`src/pkg/mdfs_pkg.sv`:
```
package mdfs_pkg;
	// ==========================================================
	// Timebase
	localparam int unsigned CLK_PERIOD_NS  = 5;
	localparam int unsigned TICK_PERIOD_NS = 1000000;
	localparam int unsigned TICK_CYCLES    = TICK_PERIOD_NS / CLK_PERIOD_NS;
	localparam int unsigned DIV_W          = 18;
	localparam int unsigned MS_PER_S       = 1000;
	localparam int unsigned S_PER_MIN      = 60;
	localparam int unsigned TW             = 16;
	localparam int unsigned RW             = 21;
	// ==========================================================
	// Persistence and pause times, as printed
	localparam int unsigned TRIAC_FAIL_S   = 1;
	localparam int unsigned DIR_FAIL_S     = 3;
	localparam int unsigned TACHO_FAIL_S   = 3;
	localparam int unsigned OPEN_NTC_S     = 20;
	localparam int unsigned MSG_FAIL_S     = 2;
	localparam int unsigned COMM_FAIL_S    = 25;
	localparam int unsigned PAUSE_DIR_MIN  = 5;
	localparam int unsigned PAUSE_LAST_MIN = 20;
	localparam int unsigned PAUSE_LONG_MIN = 2;
	localparam int unsigned PAUSE_STD_S    = 10;
	// Same times in milliseconds
	localparam logic [TW-1:0] TRIAC_FAIL_MS = TW'(TRIAC_FAIL_S * MS_PER_S);
	localparam logic [TW-1:0] DIR_FAIL_MS   = TW'(DIR_FAIL_S * MS_PER_S);
	localparam logic [TW-1:0] TACHO_FAIL_MS = TW'(TACHO_FAIL_S * MS_PER_S);
	localparam logic [TW-1:0] OPEN_NTC_MS   = TW'(OPEN_NTC_S * MS_PER_S);
	localparam logic [TW-1:0] MSG_FAIL_MS   = TW'(MSG_FAIL_S * MS_PER_S);
	localparam logic [TW-1:0] COMM_FAIL_MS  = TW'(COMM_FAIL_S * MS_PER_S);
	localparam logic [RW-1:0] PAUSE_DIR_MS  =
		RW'(PAUSE_DIR_MIN * S_PER_MIN * MS_PER_S);
	localparam logic [RW-1:0] PAUSE_LAST_MS =
		RW'(PAUSE_LAST_MIN * S_PER_MIN * MS_PER_S);
	localparam logic [RW-1:0] PAUSE_LONG_MS =
		RW'(PAUSE_LONG_MIN * S_PER_MIN * MS_PER_S);
	localparam logic [RW-1:0] PAUSE_STD_MS  = RW'(PAUSE_STD_S * MS_PER_S);
	// ==========================================================
	// Sensing windows in converter steps, thresholds
	localparam logic [7:0] POS_LO         = 8'h67;
	localparam logic [7:0] POS_HI         = 8'hFA;
	localparam logic [7:0] NEG_LO         = 8'h05;
	localparam logic [7:0] NEG_HI         = 8'h99;
	localparam logic [7:0] DIR_HIGH_STEPS = 8'h99;
	localparam logic signed [9:0] OPEN_TEMP_C = -10'sh00B;
	localparam logic [9:0] UV_OK_V        = 10'h0E1;
	localparam logic [9:0] OV_OK_V        = 10'h1A4;
	localparam logic [7:0] LIMP_CURRENT_DA = 8'h28;
	localparam logic [11:0] LIMP_RPM      = 12'h0C8;
	localparam logic [2:0] RETRY_TRIALS   = 3'h5;
	// ==========================================================
	// Configuration slots and reset defaults
	localparam int unsigned NCFG = 6;
	localparam logic [2:0] CFG_OC     = 3'h0;
	localparam logic [2:0] CFG_HEAT_C = 3'h1;
	localparam logic [2:0] CFG_HEAT_T = 3'h2;
	localparam logic [2:0] CFG_UV_V   = 3'h3;
	localparam logic [2:0] CFG_OV_V   = 3'h4;
	localparam logic [2:0] CFG_BUS_T  = 3'h5;
	localparam logic [TW-1:0] CFG_DEF [NCFG] = '{16'h003C, 16'h0058,
		16'h03E8, 16'h00AF, 16'h01AE, 16'h0005};
	// ==========================================================
	// Persistence timers and alarm classes
	localparam int unsigned NP = 9;
	localparam int P_TRIAC = 0, P_DIR = 1, P_TACHO = 2, P_HEAT = 3;
	localparam int P_OPEN = 4, P_UV = 5, P_OV = 6, P_MSG = 7, P_COMM = 8;
	localparam int unsigned NAL = 11;
	localparam int AL_TRIAC = 0, AL_DIR = 1, AL_TRIP = 2, AL_OC = 3;
	localparam int AL_NOTF = 4, AL_HEAT = 5, AL_UV = 6, AL_OV = 7;
	localparam int AL_MSG = 8, AL_COMM = 9, AL_FAULT = 10;
	localparam logic [NAL-1:0] RETRY_MASK   = 11'h5FE;
	localparam logic [NAL-1:0] INV_OFF_MASK = 11'h5DC;
	localparam logic [NAL-1:0] OPEN_MASK    = 11'h40C;
	localparam logic [NAL-1:0] LOCK_MASK    = 11'h010;

	typedef enum logic [1:0] {
		RS_WATCH, RS_PAUSE, RS_WAIT, RS_LATCH
	} mdfs_retry_state_type;
endpackage : mdfs_pkg

```
`src/rtl/mdfs_persist.sv`:
```
`timescale 1ns/1ps
module mdfs_persist import mdfs_pkg::*; (
	input  wire logic          i_clk,
	input  wire logic          i_rst_n,
	input  wire logic          i_tick,
	input  wire logic          i_cond,
	input  wire logic [TW-1:0] i_limit,
	output logic               o_qual
);
	logic [TW-1:0] cnt_reg;
	logic [TW-1:0] cnt_next;

	// ==========================================================
	// Millisecond persistence count
	always_comb begin
		cnt_next = cnt_reg;
		if (!i_cond) begin
			cnt_next = '0; // [RQ23]
		end else if (i_tick && (cnt_reg != {TW{1'b1}})) begin
			cnt_next = cnt_reg + 1'b1;
		end
	end

	always_ff @(posedge i_clk or negedge i_rst_n) begin
		if (!i_rst_n) begin
			cnt_reg <= '0;
		end else begin
			cnt_reg <= cnt_next;
		end
	end

	assign o_qual = i_cond && (cnt_reg >= i_limit);
endmodule : mdfs_persist

```
`src/rtl/mdfs_retry.sv`:
```
`timescale 1ns/1ps
module mdfs_retry import mdfs_pkg::*; (
	input  wire logic          i_clk,
	input  wire logic          i_rst_n,
	input  wire logic          i_tick,
	input  wire logic          i_fault,
	input  wire logic          i_retry_en,
	input  wire logic [RW-1:0] i_short,
	input  wire logic [RW-1:0] i_long,
	input  wire logic          i_reset_ok,
	output logic               o_pause,
	output logic               o_reset,
	output logic               o_latched
);
	mdfs_retry_state_type state_reg;
	mdfs_retry_state_type state_next;
	logic [2:0]           trial_reg;
	logic [2:0]           trial_next;
	logic [RW-1:0]        tmr_reg;
	logic [RW-1:0]        tmr_next;
	logic                 rst_reg;
	logic                 rst_next;

	// ==========================================================
	// Trial sequencer
	always_comb begin
		state_next = state_reg;
		trial_next = trial_reg;
		tmr_next   = tmr_reg;
		rst_next   = 1'b0;
		case (state_reg)
			RS_WATCH: begin
				if (i_fault) begin
					if (!i_retry_en || trial_reg == RETRY_TRIALS) begin
						state_next = RS_LATCH; // [RQ16]
					end else begin
						trial_next = trial_reg + 3'h1;
						tmr_next   = (trial_reg == RETRY_TRIALS - 3'h1) ?
							i_long : i_short; // [RQ4]
						state_next = RS_PAUSE;
					end
				end
			end
			RS_PAUSE: begin
				if (tmr_reg == '0) begin
					state_next = RS_WAIT;
				end else if (i_tick) begin
					tmr_next = tmr_reg - 1'b1;
				end
			end
			RS_WAIT: begin
				if (i_reset_ok) begin
					rst_next   = 1'b1; // [RQ20]
					state_next = RS_WATCH;
				end
			end
			RS_LATCH: begin
				state_next = RS_LATCH;
			end
			default: begin
				state_next = RS_WATCH;
			end
		endcase
	end

	always_ff @(posedge i_clk or negedge i_rst_n) begin
		if (!i_rst_n) begin
			state_reg <= RS_WATCH;
			trial_reg <= 3'h0;
			tmr_reg   <= '0;
			rst_reg   <= 1'b0;
		end else begin
			state_reg <= state_next;
			trial_reg <= trial_next;
			tmr_reg   <= tmr_next;
			rst_reg   <= rst_next;
		end
	end

	assign o_pause   = (state_reg == RS_PAUSE) || (state_reg == RS_WAIT);
	assign o_reset   = rst_reg;
	assign o_latched = (state_reg == RS_LATCH);
endmodule : mdfs_retry

```
`src/rtl/mdfs_top.sv`:
```
`timescale 1ns/1ps
// What this block does
// RQ1: Triac sample window per mains half wave
// RQ2: Out-of-window sample over one second latches
// RQ3: Idle high sensing over three seconds: relay
// RQ4: Relay fault: five trials, 5/20 minute pauses
// RQ5: No relay fault check in electric test
// RQ6: Current trip stops motor, two-minute retries
// RQ7: Phase current over configured limit stops motor
// RQ8: No tacho three seconds after start: fault
// RQ9: Missing tacho: limp current and speed
// RQ10: Not-following latch keeps door locked
// RQ11: Heat-sink over limit for time: fault
// RQ12: Heat-sink at -11 over 20s: fault
// RQ13: Heat reset only in range; two-minute pauses
// RQ14: Undervoltage fault; reset above 225V
// RQ15: Overvoltage fault; reset below 420V
// RQ16: Five trials, ten-second unpowered pauses
// RQ17: Inverter message silence over two seconds
// RQ18: Link silence 25s latches, key ignored
// RQ19: Repeated config requests fault, door opens
// RQ20: Safe state left only by reset command
// RQ21: Heating timeout loaded, counted, skips heating
// RQ22: Latched alarms cleared only by power off
// RQ23: Persistence timers restart when condition clears
module mdfs_top import mdfs_pkg::*; #(
	parameter int unsigned P_TICK_CYCLES = TICK_CYCLES
) (
	input  wire logic        I_CORE_CLK,
	input  wire logic        I_NRST,
	input  wire logic [7:0]  I_TRIAC_SENSE,
	input  wire logic        I_SENSE_VALID,
	input  wire logic        I_HALF_POS,
	input  wire logic        I_DOOR_CLOSED,
	input  wire logic        I_TRIAC_DRIVEN,
	input  wire logic        I_RELAYS_OPEN,
	input  wire logic        I_ELEC_TEST,
	input  wire logic        I_NORMAL_CYCLE,
	input  wire logic        I_CUR_TRIP,
	input  wire logic [7:0]  I_PHASE_CURRENT,
	input  wire logic        I_SPEED_NZ,
	input  wire logic        I_MOTOR_START,
	input  wire logic        I_TACHO,
	input  wire logic [9:0]  I_HS_TEMP,
	input  wire logic [9:0]  I_BUS_VOLT,
	input  wire logic        I_INV_MSG_OK,
	input  wire logic        I_MC_LINK_OK,
	input  wire logic        I_INV_CFG_REQ,
	input  wire logic        I_CFG_WE,
	input  wire logic [2:0]  I_CFG_SEL,
	input  wire logic [15:0] I_CFG_DATA,
	input  wire logic        I_HEAT_START,
	input  wire logic        I_HEAT_TARGET,
	input  wire logic [15:0] I_HEAT_TIMEOUT_S,
	input  wire logic        I_START_PAUSE,
	output logic             O_MOTOR_OFF,
	output logic             O_INV_POWER_EN,
	output logic             O_ALARM_RESET,
	output logic             O_SAFE_STOP,
	output logic             O_DOOR_OPEN,
	output logic             O_DOOR_KEEP_LOCKED,
	output logic             O_ALARM_VALID,
	output logic [3:0]       O_ALARM_CODE,
	output logic             O_HEAT_ALARM,
	output logic             O_LIMP_EN,
	output logic [7:0]       O_LIMP_CURRENT,
	output logic [11:0]      O_LIMP_RPM
);
	logic [1:0]       rst_sync_reg;
	logic             rst_n;
	logic [DIV_W-1:0] div_reg, div_next;
	logic [9:0]       ms_reg, ms_next;
	logic             tick_reg, tick_next, sec_reg, sec_next;
	logic [3:0]       s1_reg, s2_reg, s3_reg, filt_reg, filt_next;
	logic             half_pos, door_closed, trip_f, tacho_f, tacho_edge;
	logic             tacho_d_reg;
	logic             out_reg, out_next, high_reg, high_next;
	logic             in_win, armed_reg, armed_next, seen_reg, seen_next;
	logic [TW-1:0]    cfg_reg [NCFG];
	logic [TW-1:0]    cfg_next [NCFG];
	logic [15:0]      htmr_reg, htmr_next;
	logic             hrun_reg, hrun_next, halarm_reg, halarm_next;
	logic             cfg_done_reg, cfg_done_next, inv_fault;
	logic             temp_ok;
	logic [NP-1:0]    p_cond, p_qual;
	logic [TW-1:0]    p_lim [NP];
	logic [NAL-1:0]   fault, ok, pause, areset, latched;
	logic [RW-1:0]    p_short [NAL];
	logic [RW-1:0]    p_long [NAL];
	logic [3:0]       code_reg, code_next;
	logic             valid_reg, valid_next, moff_reg, moff_next;
	logic             inv_en_reg, inv_en_next, ares_reg, ares_next;
	logic             stop_reg, stop_next, open_reg, open_next;
	logic             lock_reg, lock_next, limp_reg, limp_next;

	// ==========================================================
	// Reset release
	always_ff @(posedge I_CORE_CLK or negedge I_NRST) begin
		if (!I_NRST) begin
			rst_sync_reg <= 2'h0;
		end else begin
			rst_sync_reg <= {rst_sync_reg[0], 1'b1};
		end
	end
	assign rst_n = rst_sync_reg[1];

	// ==========================================================
	// Millisecond and second enables
	always_comb begin
		div_next  = div_reg + 1'b1;
		ms_next   = ms_reg;
		tick_next = 1'b0;
		sec_next  = 1'b0;
		if (div_reg == DIV_W'(P_TICK_CYCLES - 1)) begin
			div_next  = '0;
			tick_next = 1'b1;
			ms_next   = ms_reg + 10'h001;
			if (ms_reg == 10'(MS_PER_S - 1)) begin
				ms_next  = 10'h000;
				sec_next = 1'b1;
			end
		end
	end

	always_ff @(posedge I_CORE_CLK or negedge rst_n) begin
		if (!rst_n) begin
			div_reg  <= '0;
			ms_reg   <= 10'h000;
			tick_reg <= 1'b0;
			sec_reg  <= 1'b0;
		end else begin
			div_reg  <= div_next;
			ms_reg   <= ms_next;
			tick_reg <= tick_next;
			sec_reg  <= sec_next;
		end
	end

	// ==========================================================
	// Pin synchronisers, change taken when stages two and three agree
	always_comb begin
		for (int i = 0; i < 4; i++) begin
			filt_next[i] = (s2_reg[i] == s3_reg[i]) ? s3_reg[i] : filt_reg[i];
		end
	end

	always_ff @(posedge I_CORE_CLK or negedge rst_n) begin
		if (!rst_n) begin
			s1_reg      <= 4'h0;
			s2_reg      <= 4'h0;
			s3_reg      <= 4'h0;
			filt_reg    <= 4'h0;
			tacho_d_reg <= 1'b0;
		end else begin
			s1_reg      <= {I_TACHO, I_CUR_TRIP, I_DOOR_CLOSED, I_HALF_POS};
			s2_reg      <= s1_reg;
			s3_reg      <= s2_reg;
			filt_reg    <= filt_next;
			tacho_d_reg <= filt_reg[3];
		end
	end
	assign half_pos    = filt_reg[0];
	assign door_closed = filt_reg[1];
	assign trip_f      = filt_reg[2];
	assign tacho_f     = filt_reg[3];
	assign tacho_edge  = tacho_f && !tacho_d_reg;

	// ==========================================================
	// Sensing, tacho, heating timeout, config, inverter restarts
	always_comb begin
		in_win = half_pos ?
			(I_TRIAC_SENSE >= POS_LO && I_TRIAC_SENSE <= POS_HI) :
			(I_TRIAC_SENSE >= NEG_LO && I_TRIAC_SENSE <= NEG_HI); // [RQ1]
		out_next  = I_SENSE_VALID ? !in_win : out_reg;
		high_next = I_SENSE_VALID ? (I_TRIAC_SENSE > DIR_HIGH_STEPS) : high_reg;
		armed_next = armed_reg;
		seen_next  = seen_reg || tacho_edge;
		if (!I_SPEED_NZ) begin
			armed_next = 1'b0;
		end else if (I_MOTOR_START) begin
			armed_next = 1'b1; // [RQ8]
			seen_next  = 1'b0;
		end
		limp_next = armed_reg && !seen_reg && !moff_reg; // [RQ9]
		htmr_next   = htmr_reg;
		hrun_next   = hrun_reg;
		halarm_next = halarm_reg && !I_START_PAUSE;
		if (I_HEAT_START) begin
			htmr_next = I_HEAT_TIMEOUT_S; // [RQ21]
			hrun_next = 1'b1;
		end else if (I_HEAT_TARGET) begin
			hrun_next = 1'b0;
		end else if (hrun_reg && sec_reg) begin
			htmr_next = (htmr_reg == 16'h0000) ? 16'h0000 : htmr_reg - 16'h0001;
			if (htmr_reg <= 16'h0001) begin
				halarm_next = 1'b1; // [RQ21]
				hrun_next   = 1'b0;
			end
		end
		for (int i = 0; i < NCFG; i++) begin
			cfg_next[i] = (I_CFG_WE && I_CFG_SEL == 3'(i)) ?
				I_CFG_DATA : cfg_reg[i];
		end
		cfg_done_next = inv_en_reg && (cfg_done_reg || I_INV_CFG_REQ);
	end
	assign inv_fault = I_INV_CFG_REQ && cfg_done_reg; // [RQ19]

	always_ff @(posedge I_CORE_CLK or negedge rst_n) begin
		if (!rst_n) begin
			out_reg      <= 1'b0;
			high_reg     <= 1'b0;
			armed_reg    <= 1'b0;
			seen_reg     <= 1'b0;
			limp_reg     <= 1'b0;
			htmr_reg     <= 16'h0000;
			hrun_reg     <= 1'b0;
			halarm_reg   <= 1'b0;
			cfg_done_reg <= 1'b0;
			cfg_reg      <= CFG_DEF;
		end else begin
			out_reg      <= out_next;
			high_reg     <= high_next;
			armed_reg    <= armed_next;
			seen_reg     <= seen_next;
			limp_reg     <= limp_next;
			htmr_reg     <= htmr_next;
			hrun_reg     <= hrun_next;
			halarm_reg   <= halarm_next;
			cfg_done_reg <= cfg_done_next;
			cfg_reg      <= cfg_next;
		end
	end

	// ==========================================================
	// Persistence conditions and limits
	assign temp_ok = ($signed(I_HS_TEMP) > OPEN_TEMP_C) &&
		($signed(I_HS_TEMP) <= $signed(cfg_reg[CFG_HEAT_C][9:0]));
	always_comb begin
		p_cond[P_TRIAC] = out_reg; // [RQ2]
		p_cond[P_DIR]   = door_closed && !I_TRIAC_DRIVEN && I_RELAYS_OPEN &&
			high_reg && !I_ELEC_TEST; // [RQ3] [RQ5]
		p_cond[P_TACHO] = armed_reg && !tacho_edge; // [RQ8]
		p_cond[P_HEAT]  = $signed(I_HS_TEMP) >
			$signed(cfg_reg[CFG_HEAT_C][9:0]); // [RQ11]
		p_cond[P_OPEN]  = $signed(I_HS_TEMP) <= OPEN_TEMP_C; // [RQ12]
		p_cond[P_UV]    = I_BUS_VOLT < cfg_reg[CFG_UV_V][9:0]; // [RQ14]
		p_cond[P_OV]    = I_BUS_VOLT > cfg_reg[CFG_OV_V][9:0]; // [RQ15]
		p_cond[P_MSG]   = inv_en_reg && !I_INV_MSG_OK; // [RQ17]
		p_cond[P_COMM]  = !I_MC_LINK_OK; // [RQ18]
		p_lim[P_TRIAC]  = TRIAC_FAIL_MS;
		p_lim[P_DIR]    = DIR_FAIL_MS;
		p_lim[P_TACHO]  = TACHO_FAIL_MS;
		p_lim[P_HEAT]   = cfg_reg[CFG_HEAT_T];
		p_lim[P_OPEN]   = OPEN_NTC_MS;
		p_lim[P_UV]     = cfg_reg[CFG_BUS_T];
		p_lim[P_OV]     = cfg_reg[CFG_BUS_T];
		p_lim[P_MSG]    = MSG_FAIL_MS;
		p_lim[P_COMM]   = COMM_FAIL_MS;
	end

	for (genvar g = 0; g < NP; g++) begin : g_persist
		mdfs_persist u_persist (
			.i_clk   (I_CORE_CLK),
			.i_rst_n (rst_n),
			.i_tick  (tick_reg),
			.i_cond  (p_cond[g]),
			.i_limit (p_lim[g]),
			.o_qual  (p_qual[g])
		);
	end

	// ==========================================================
	// Alarm classes and retry sequencers
	always_comb begin
		fault           = '0;
		fault[AL_TRIAC] = p_qual[P_TRIAC];
		fault[AL_DIR]   = p_qual[P_DIR];
		fault[AL_TRIP]  = trip_f; // [RQ6]
		fault[AL_OC]    = I_PHASE_CURRENT > cfg_reg[CFG_OC][7:0]; // [RQ7]
		fault[AL_NOTF]  = p_qual[P_TACHO];
		fault[AL_HEAT]  = p_qual[P_HEAT] || p_qual[P_OPEN];
		fault[AL_UV]    = p_qual[P_UV];
		fault[AL_OV]    = p_qual[P_OV];
		fault[AL_MSG]   = p_qual[P_MSG];
		fault[AL_COMM]  = p_qual[P_COMM];
		fault[AL_FAULT] = inv_fault;
		ok              = {NAL{1'b1}};
		ok[AL_HEAT]     = temp_ok; // [RQ13]
		ok[AL_UV]       = I_BUS_VOLT > UV_OK_V; // [RQ14]
		ok[AL_OV]       = I_BUS_VOLT < OV_OK_V; // [RQ15]
		for (int i = 0; i < NAL; i++) begin
			p_short[i] = PAUSE_STD_MS; // [RQ16]
			p_long[i]  = PAUSE_STD_MS;
		end
		p_short[AL_DIR]  = PAUSE_DIR_MS; // [RQ4]
		p_long[AL_DIR]   = PAUSE_LAST_MS;
		p_short[AL_TRIP] = PAUSE_LONG_MS; // [RQ6]
		p_long[AL_TRIP]  = PAUSE_LONG_MS;
		p_short[AL_HEAT] = PAUSE_LONG_MS; // [RQ13]
		p_long[AL_HEAT]  = PAUSE_LONG_MS;
	end

	for (genvar g = 0; g < NAL; g++) begin : g_retry
		mdfs_retry u_retry (
			.i_clk      (I_CORE_CLK),
			.i_rst_n    (rst_n),
			.i_tick     (tick_reg),
			.i_fault    (fault[g]),
			.i_retry_en (I_NORMAL_CYCLE && RETRY_MASK[g]),
			.i_short    (p_short[g]),
			.i_long     (p_long[g]),
			.i_reset_ok (ok[g]),
			.o_pause    (pause[g]),
			.o_reset    (areset[g]),
			.o_latched  (latched[g])
		);
	end

	// ==========================================================
	// Alarm code latch and machine commands
	always_comb begin
		code_next  = code_reg;
		valid_next = valid_reg;
		if (!valid_reg) begin
			for (int i = NAL - 1; i >= 0; i--) begin
				if (latched[i]) begin
					code_next  = 4'(i + 1);
					valid_next = 1'b1; // [RQ22]
				end
			end
		end
		moff_next   = trip_f || (|fault) || (|pause) || (|latched); // [RQ20]
		inv_en_next = !(|(pause & INV_OFF_MASK)); // [RQ16]
		ares_next   = |areset; // [RQ20]
		stop_next   = |latched; // [RQ18]
		open_next   = |(latched & OPEN_MASK); // [RQ19]
		lock_next   = |(latched & LOCK_MASK); // [RQ10]
	end

	always_ff @(posedge I_CORE_CLK or negedge rst_n) begin
		if (!rst_n) begin
			code_reg   <= 4'h0;
			valid_reg  <= 1'b0;
			moff_reg   <= 1'b0;
			inv_en_reg <= 1'b1;
			ares_reg   <= 1'b0;
			stop_reg   <= 1'b0;
			open_reg   <= 1'b0;
			lock_reg   <= 1'b0;
		end else begin
			code_reg   <= code_next;
			valid_reg  <= valid_next;
			moff_reg   <= moff_next;
			inv_en_reg <= inv_en_next;
			ares_reg   <= ares_next;
			stop_reg   <= stop_next;
			open_reg   <= open_next;
			lock_reg   <= lock_next;
		end
	end

	assign O_MOTOR_OFF        = moff_reg;
	assign O_INV_POWER_EN     = inv_en_reg;
	assign O_ALARM_RESET      = ares_reg;
	assign O_SAFE_STOP        = stop_reg;
	assign O_DOOR_OPEN        = open_reg;
	assign O_DOOR_KEEP_LOCKED = lock_reg;
	assign O_ALARM_VALID      = valid_reg;
	assign O_ALARM_CODE       = code_reg;
	assign O_HEAT_ALARM       = halarm_reg;
	assign O_LIMP_EN          = limp_reg;
	assign O_LIMP_CURRENT     = limp_reg ? LIMP_CURRENT_DA : 8'h00;
	assign O_LIMP_RPM         = limp_reg ? LIMP_RPM : 12'h000;
endmodule : mdfs_top

```
`config.mk`:
```
export PLATFORM = sky130hd
export DESIGN_NAME = mdfs_top
export DESIGN_NICKNAME = d
export VERILOG_FILES = /design/src/pkg/mdfs_pkg.sv /design/src/rtl/mdfs_persist.sv /design/src/rtl/mdfs_retry.sv /design/src/rtl/mdfs_top.sv
export SDC_FILE = /design/constraint.sdc
export NUM_CORES = 1
export LEC_CHECK = 0
export BUFFER_PORTS_ARGS = -buffer_cell sky130_fd_sc_hd__buf_2
export CAP_MARGIN = 20
export CORE_AREA = 2 2 261 263
export DETAILED_ROUTE_END_ITERATION = 7
export DIE_AREA = 0 0 263 265
export PLACE_DENSITY = 0.81
export RECOVER_POWER = 50
export SLEW_MARGIN = 40
export SYNTH_ARGS = -nofsm -noshare
export SYNTH_HDL_FRONTEND = slang
export SYNTH_HIERARCHICAL = 1
export SYNTH_SLANG_ARGS = --single-unit
```
`constraint.sdc`:
```
create_clock -name I_CORE_CLK -period 19.7 [get_ports I_CORE_CLK]
set_input_delay 2.955 -clock I_CORE_CLK [delete_from_list [all_inputs] [get_ports I_CORE_CLK]]
set_output_delay 2.955 -clock I_CORE_CLK [all_outputs]
set_load 0.02 [all_outputs]
```
==> metrics.txt, run 1 <==
status finished, violations left; violated checks capacitance limit, slew limit; clock transition at the registers of the reported paths about 0.050 ns; VDD IR max between 0.06 and 0.07 mV; # hold bufs at CTS 0; Setup TNS 0 ns; full die area about 70000 µm²; Worst Hold Depth 0; Critical Path Sink Type async pin; cell type with the highest aggregate area in the netlist dfrtp_1; DR WL/cell ~16 µm; port bufs approximately 110; Starting Density 0.635; clock sink count 595; initial antenna violation count 3; DRC viols 0; RSZ-0062 raised after global routing no; commonest cells after routing, fill and taps aside 592 x conb_1, 567 x dfrtp_1, 454 x nand2_1, 383 x a21oi_1, 358 x inv_1; Fillers 5194; root buffer cell clkbuf_16; max reg flops 231; Final Max Tran Viols 606; core footprint 66800 µm²; Leak about 23 nW; clock buffer count from CTS 71; crit-path max FO 75; yosys warns 6; Worst setup SP type flip-flop; die height around 270 µm; FF-to-FF Start rst_sync_reg[1]; Hold Crit Endpoint s2_reg[1]; slack of the worst reg-to-reg path approximately 9.0 ns; GRT Total Usage 0.289; die width 263 µm; Total Routed Length 101000 µm; DPL Wire Length around 70000 µm; Finished Layout Cells roughly 6.3k; Mapped Cells 4769; worst slew pin tran ~4.6 ns; vias in the first global route 35.6k; Max Cap Viol 10; DR vias/cell around 5.9; GR Overflow Total 0; Synth top area share 0.335; P&R area growth vs syn 13.7%; Synth Register Bits slightly below 600; first-pass GRT wire length roughly 170000 µm; syn avg cell area 8.89 µm²; CP Data Arrival Time between 10 and 15 ns; fin crit share 0.542; post-CTS sizing 0; Nets approximately 5.8k; asr flop ratio synth 1.00; TritonCTS clock tree yes; Worst-Skew Late Latency between 0.6 and 0.7 ns; sequential share of the synthesized area 0.352; Tightest Hold Check Type flip-flop to flip-flop; P per Cell Area about 70 nW/µm²; gpl congestion 0.871; share of cells above drive strength 1 0.108; commonest non-fill, non-tap cell in the layout conb_1; Routed Antenna Nets 0; fmax a little over 90 MHz; origin of the worst min-delay path s1_reg[1]; final setup vio count 0; Yosys cell types between 80 and 90; Starting DRT DRC Count 3170; routed vias 37.6k; Setup Fix Bufs, Post-CTS 0; worst path required time between 15 and 20 ns; Placed Instances between 6k and 7k; clock skew 0.0219 ns; crit path time final about 11 ns; fin util 0.721; Synth area leaders dfrtp_1 33%, ha_1 8.7%, a21oi_1 4.5%; clock buffer depth 3; largest net degree at the start of global routing between 80 and 90; worst setup path category flip-flop to async pin; Hold Vio Cnt, Final 0; Mapped Area approximately 42000 µm²; number of synthesized flops with an enable pin 0; Clock H-tree levels 3; Slew HR -2.07; reg2reg end g_persist[1].u_persist/cnt_reg[12]; Synth Flop Type dfrtp_1; First-pass DRT Iterations 5; R2R cell count 3; IO Pins 124; Cell Rows 95
## how the worst max path moves through the flow
stage,start,slack [ns],endpoint
2_1_floorplan,rst_sync_reg[1],1.94,O_ALARM_CODE[0]
3_3_place_gp,I_BUS_VOLT[3],12.64,g_retry[7].u_retry/tmr_reg[17]
5_1_grt,rst_sync_reg[1],6.95,g_persist[1].u_persist/cnt_reg[12]
6_report,rst_sync_reg[1],9.01,g_persist[1].u_persist/cnt_reg[12]
4_1_cts,I_BUS_VOLT[3],13.07,g_retry[7].u_retry/tmr_reg[17]
3_5_place_dp,I_BUS_VOLT[3],12.46,g_retry[7].u_retry/tmr_reg[17]
## metal layers
layer  part of all wire  GRT usage
met5                  0          0
met2               0.48      0.488
met3              0.044     0.0334
met1               0.45      0.393
met4              0.024     0.0840
## cells by family (layout without fill, tap and decap cells)
| group | after synthesis | count (layout) | synth area share |
|---|---|---|---|
| xor gates and xnor gates | 38 | 38 | 0.00785 |
| muxes | 308 | 308 | 0.0773 |
| DFF | 595 | 595 | 0.352 |
| buffers and inverters | 544 | 633 | 0.0533 |
| and+or+nand+nor | 1691 | 1691 | 0.226 |
| other | 2 | 593 | 0.000177 |
| AOI/OAI and AO/OA | 1293 | 1293 | 0.196 |
| adders and majority gates | 298 | 298 | 0.0877 |
## Yosys cell counts, drive strengths merged, types with 48 or more instances
| cell | count |
|---|---|
| a21oi | 383 |
| a41oi | 52 |
| and3 | 48 |
| buf | 48 |
| clkbuf | 137 |
| dfrtp | 567 |
| ha | 294 |
| inv | 358 |
| mux2 | 156 |
| mux2i | 152 |
| nand2 | 464 |
| nand3 | 231 |
| nand4 | 110 |
| nor2 | 224 |
| nor3 | 171 |
| nor4 | 75 |
| o21ai | 314 |
| o22ai | 55 |
| o31ai | 84 |
| or3 | 51 |
| or4 | 98 |
## worst max-delay path, cell delays in order (launching register included)
cell and delay [ns]:
dfrtp_1 1.39, clkbuf_1 3.02, clkbuf_1 2.45, clkbuf_1 2.87
## layout make-up
cell class	count	area, µm²	share of cell area
multi-input cells	4220	27600	0.572
flip-flops and latches	595	14900	0.310
well taps	873	1090	0.0227
inverters	359	1350	0.0280
repair buffers	148	807	0.0167
diodes	1	2.50	0.0000519
clock inverters	23	385	0.00800
clock buffers	103	2080	0.0432
## through the flow
step | instance area (µm²) | hold slack [ns] | power, mW | setup WS, ns
3_5_place_dp | 45800 | 0.336 | 1.99 | 12.46
2_1_floorplan | 44600 | 0.331 | 1.83 | 1.94
6_report | 48200 | 0.346 | 3.39 | 9.01
4_1_cts | 48300 | 0.348 | 3.41 | 13.07
3_3_place_gp | 45700 | 0.332 | 1.97 | 12.64
5_1_grt | 48200 | 0.365 | 3.54 | 6.95
## report_power, final
part | switching [mW] | internal [mW] | total, mW
clock | 0.539 | 0.864 | 1.40
combinational | 0.371 | 0.224 | 0.594
sequential | 0.0826 | 1.31 | 1.39
No activity file was read; power rests on OpenSTA's default activity.
==> inputs of run 2 (changes only) <==
==> constraint.sdc (replaced) <==
create_clock -name I_CORE_CLK -period 11.2 [get_ports I_CORE_CLK]
set_input_delay 1.68 -clock I_CORE_CLK [delete_from_list [all_inputs] [get_ports I_CORE_CLK]]
set_output_delay 1.68 -clock I_CORE_CLK [all_outputs]
set_load 0.02 [all_outputs]
==> run 2 against run 1 <==
Compared with the run above:
- the flow still finishes with violations (capacitance limit, slew limit)
- sequential power rose by 76%
- clock power rose by 64%
- flip-flop and latch count did not move
- count of clock-buffer cells in the layout did not move
- utilization fell by 0.11 points
- sequential share of layout area barely moved
- final area fell by 0.16%
- highest routed layer unchanged
==> metrics.txt, run 2 (same netlist as run 1, synthesis figures left out) <==
Setup TNS 0 ns (unchanged); clock skew 0.0232 ns (+0.00123 ns); DR vias/cell 5.97 (+0.44%); commonest non-fill, non-tap cell in the layout conb_1; Routed Antenna Nets 0 (unchanged); Starting DRT DRC Count 3072 (-3.1%); Hold Crit Endpoint s2_reg[1]; IO Pins 124 (unchanged); fin crit share 0.549 (+0.00639); crit path time final 6.15 ns (-4.54 ns); worst path required time 11.90 ns (-7.62 ns); TritonCTS clock tree yes; Cell Rows 95 (unchanged); Slew HR -1.61 (+0.459); port bufs 108 (unchanged); clock buffer depth 3 (unchanged); Setup Fix Bufs, Post-CTS 0 (unchanged); reg2reg end g_persist[2].u_persist/cnt_reg[7]; CP Buf/Inv Count 3 (unchanged); violated checks capacitance limit, slew limit; RSZ-0062 raised after global routing no; share of cells above drive strength 1 0.108 (-0.000898); Leak 22.9 nW (-0.13%); most frequent CP cell clkbuf_1; slowest cell delay on critical path 2.58 ns (-0.44 ns); Total Routed Length 100000 µm (-1.3%); vias in the first global route 35.2k (-1.3%); worst setup path category flip-flop to async pin; DRC viols 0 (unchanged); status finished, violations left; fmax 163 MHz (+74%); total power draw 5.79 mW (+71%); Top delay family on crit path buffers and inverters; Worst setup SP type flip-flop; gpl congestion 0.864 (-0.77%); Critical Path, Cell by Cell clkbuf_1 -> clkbuf_1 -> buf_16; # hold bufs at CTS 0 (unchanged); Worst-Skew Late Latency 0.63 ns (about the same); Hold Vio Cnt, Final 0 (unchanged); clock sink count 595 (unchanged); slowest CP cell clkbuf_1; DPL Wire Length 69100 µm (-1.1%); Fillers 5167 (-0.52%); Finished Layout Cells 6320 (-0.032%); VDD IR max 0.139 mV (+100%); P&R area growth vs syn 13.5%; Worst Hold Depth 0 (unchanged); slack of the worst reg-to-reg path 5.05 ns (-3.96 ns); clock transition at the registers of the reported paths 0.06 ns (about the same); Final Max Tran Viols 504 (-17%); FF-to-FF Start rst_sync_reg[1]; Critical Path Sink Type async pin; full die area 69700 µm² (unchanged); First-pass DRT Iterations 6 (+1); Tightest Hold Check Type flip-flop to flip-flop; Starting Density 0.635 (unchanged); crit-path max FO 108 (+44%); commonest cells after routing, fill and taps aside 592 x conb_1, 567 x dfrtp_1, 453 x nand2_1, 383 x a21oi_1, 358 x inv_1; max reg flops 231 (unchanged); R2R cell count 3 (unchanged); DR WL/cell 15.9 µm (-1.2%); P per Cell Area 120 nW/µm² (+71%); first-pass GRT wire length 170000 µm (-1.1%); origin of the worst min-delay path s1_reg[1]; post-CTS sizing 0 (unchanged); die height 265 µm (unchanged); initial antenna violation count 1 (-2); Clock H-tree levels 3 (unchanged); GR Overflow Total 0 (unchanged); die width 263 µm (unchanged); clock buffer count from CTS 70 (-1.4%); largest net degree at the start of global routing 155 (+82%); worst slew pin tran 3.91 ns (-0.688 ns); core footprint 66800 µm² (unchanged); Max Cap Viol 10 (unchanged); GRT Total Usage 0.284 (-0.00485); Placed Instances 6193 (-0.016%); ant diodes 0 (-1); Nets 5780 (unchanged); final setup vio count 0 (unchanged); routed vias 37.7k (+0.41%); root buffer cell clkbuf_16; CP Data Arrival Time 6.84 ns (-3.67 ns)
run 2: worst max-delay path by stage:
stage | end | cells past startpoint | from | slack [ns]
2_1_floorplan | O_ALARM_CODE[0] | 0 | rst_sync_reg[1] | 1.55
3_3_place_gp | g_retry[7].u_retry/tmr_reg[2] | 15 | I_BUS_VOLT[3] | 5.17
3_5_place_dp | g_retry[7].u_retry/tmr_reg[2] | 15 | I_BUS_VOLT[3] | 5.19
4_1_cts | g_retry[7].u_retry/tmr_reg[2] | 15 | I_BUS_VOLT[3] | 5.82
5_1_grt | g_retry[1].u_retry/tmr_reg[20] | 2 | rst_sync_reg[1] | 3.98
6_report | g_persist[2].u_persist/cnt_reg[7] | 3 | rst_sync_reg[1] | 5.05
run 2: per-layer routing:
metal / wire, µm / GRT usage / vias to the layer above / part of all wire
li1: - / - / 18462 / -
met1: 45100 / 0.392 / 18187 / 0.45
met2: 48300 / 0.474 / 914 / 0.48
met3: 4670 / 0.0352 / 145 / 0.047
met4: 2120 / 0.0771 / 0 / 0.021
met5: 0 / 0 / - / 0
run 2: through the flow:
| step | hold WS, ns | utilization | worst slack [ns] | cell area (µm²) |
|---|---|---|---|---|
| 2_1_floorplan | 0.331 | - | 1.55 | 44600 |
| 3_3_place_gp | 0.333 | 0.684 | 5.17 | 45700 |
| 3_5_place_dp | 0.269 | 0.686 | 5.19 | 45800 |
| 4_1_cts | 0.275 | 0.720 | 5.82 | 48100 |
| 5_1_grt | 0.354 | 0.720 | 3.98 | 48100 |
| 6_report | 0.348 | 0.720 | 5.05 | 48100 |
run 2: area by class of cell:
class | instances | area, µm² | area share
multi-input combinational | 4220 | 27600 | 0.574
sequential | 595 | 14900 | 0.310
clock buffer | 103 | 2060 | 0.0427
inverter | 359 | 1350 | 0.0280
tap | 873 | 1090 | 0.0227
timing repair buffer | 149 | 850 | 0.0177
clock inverter | 21 | 249 | 0.00517
run 2: where the power goes:
group	leakage [nW]	switching (mW)	internal (mW)
clock network	1.13	0.956	1.35
registers	7.59	0.149	2.30
logic	14.2	0.642	0.395
total	22.9	1.75	4.05
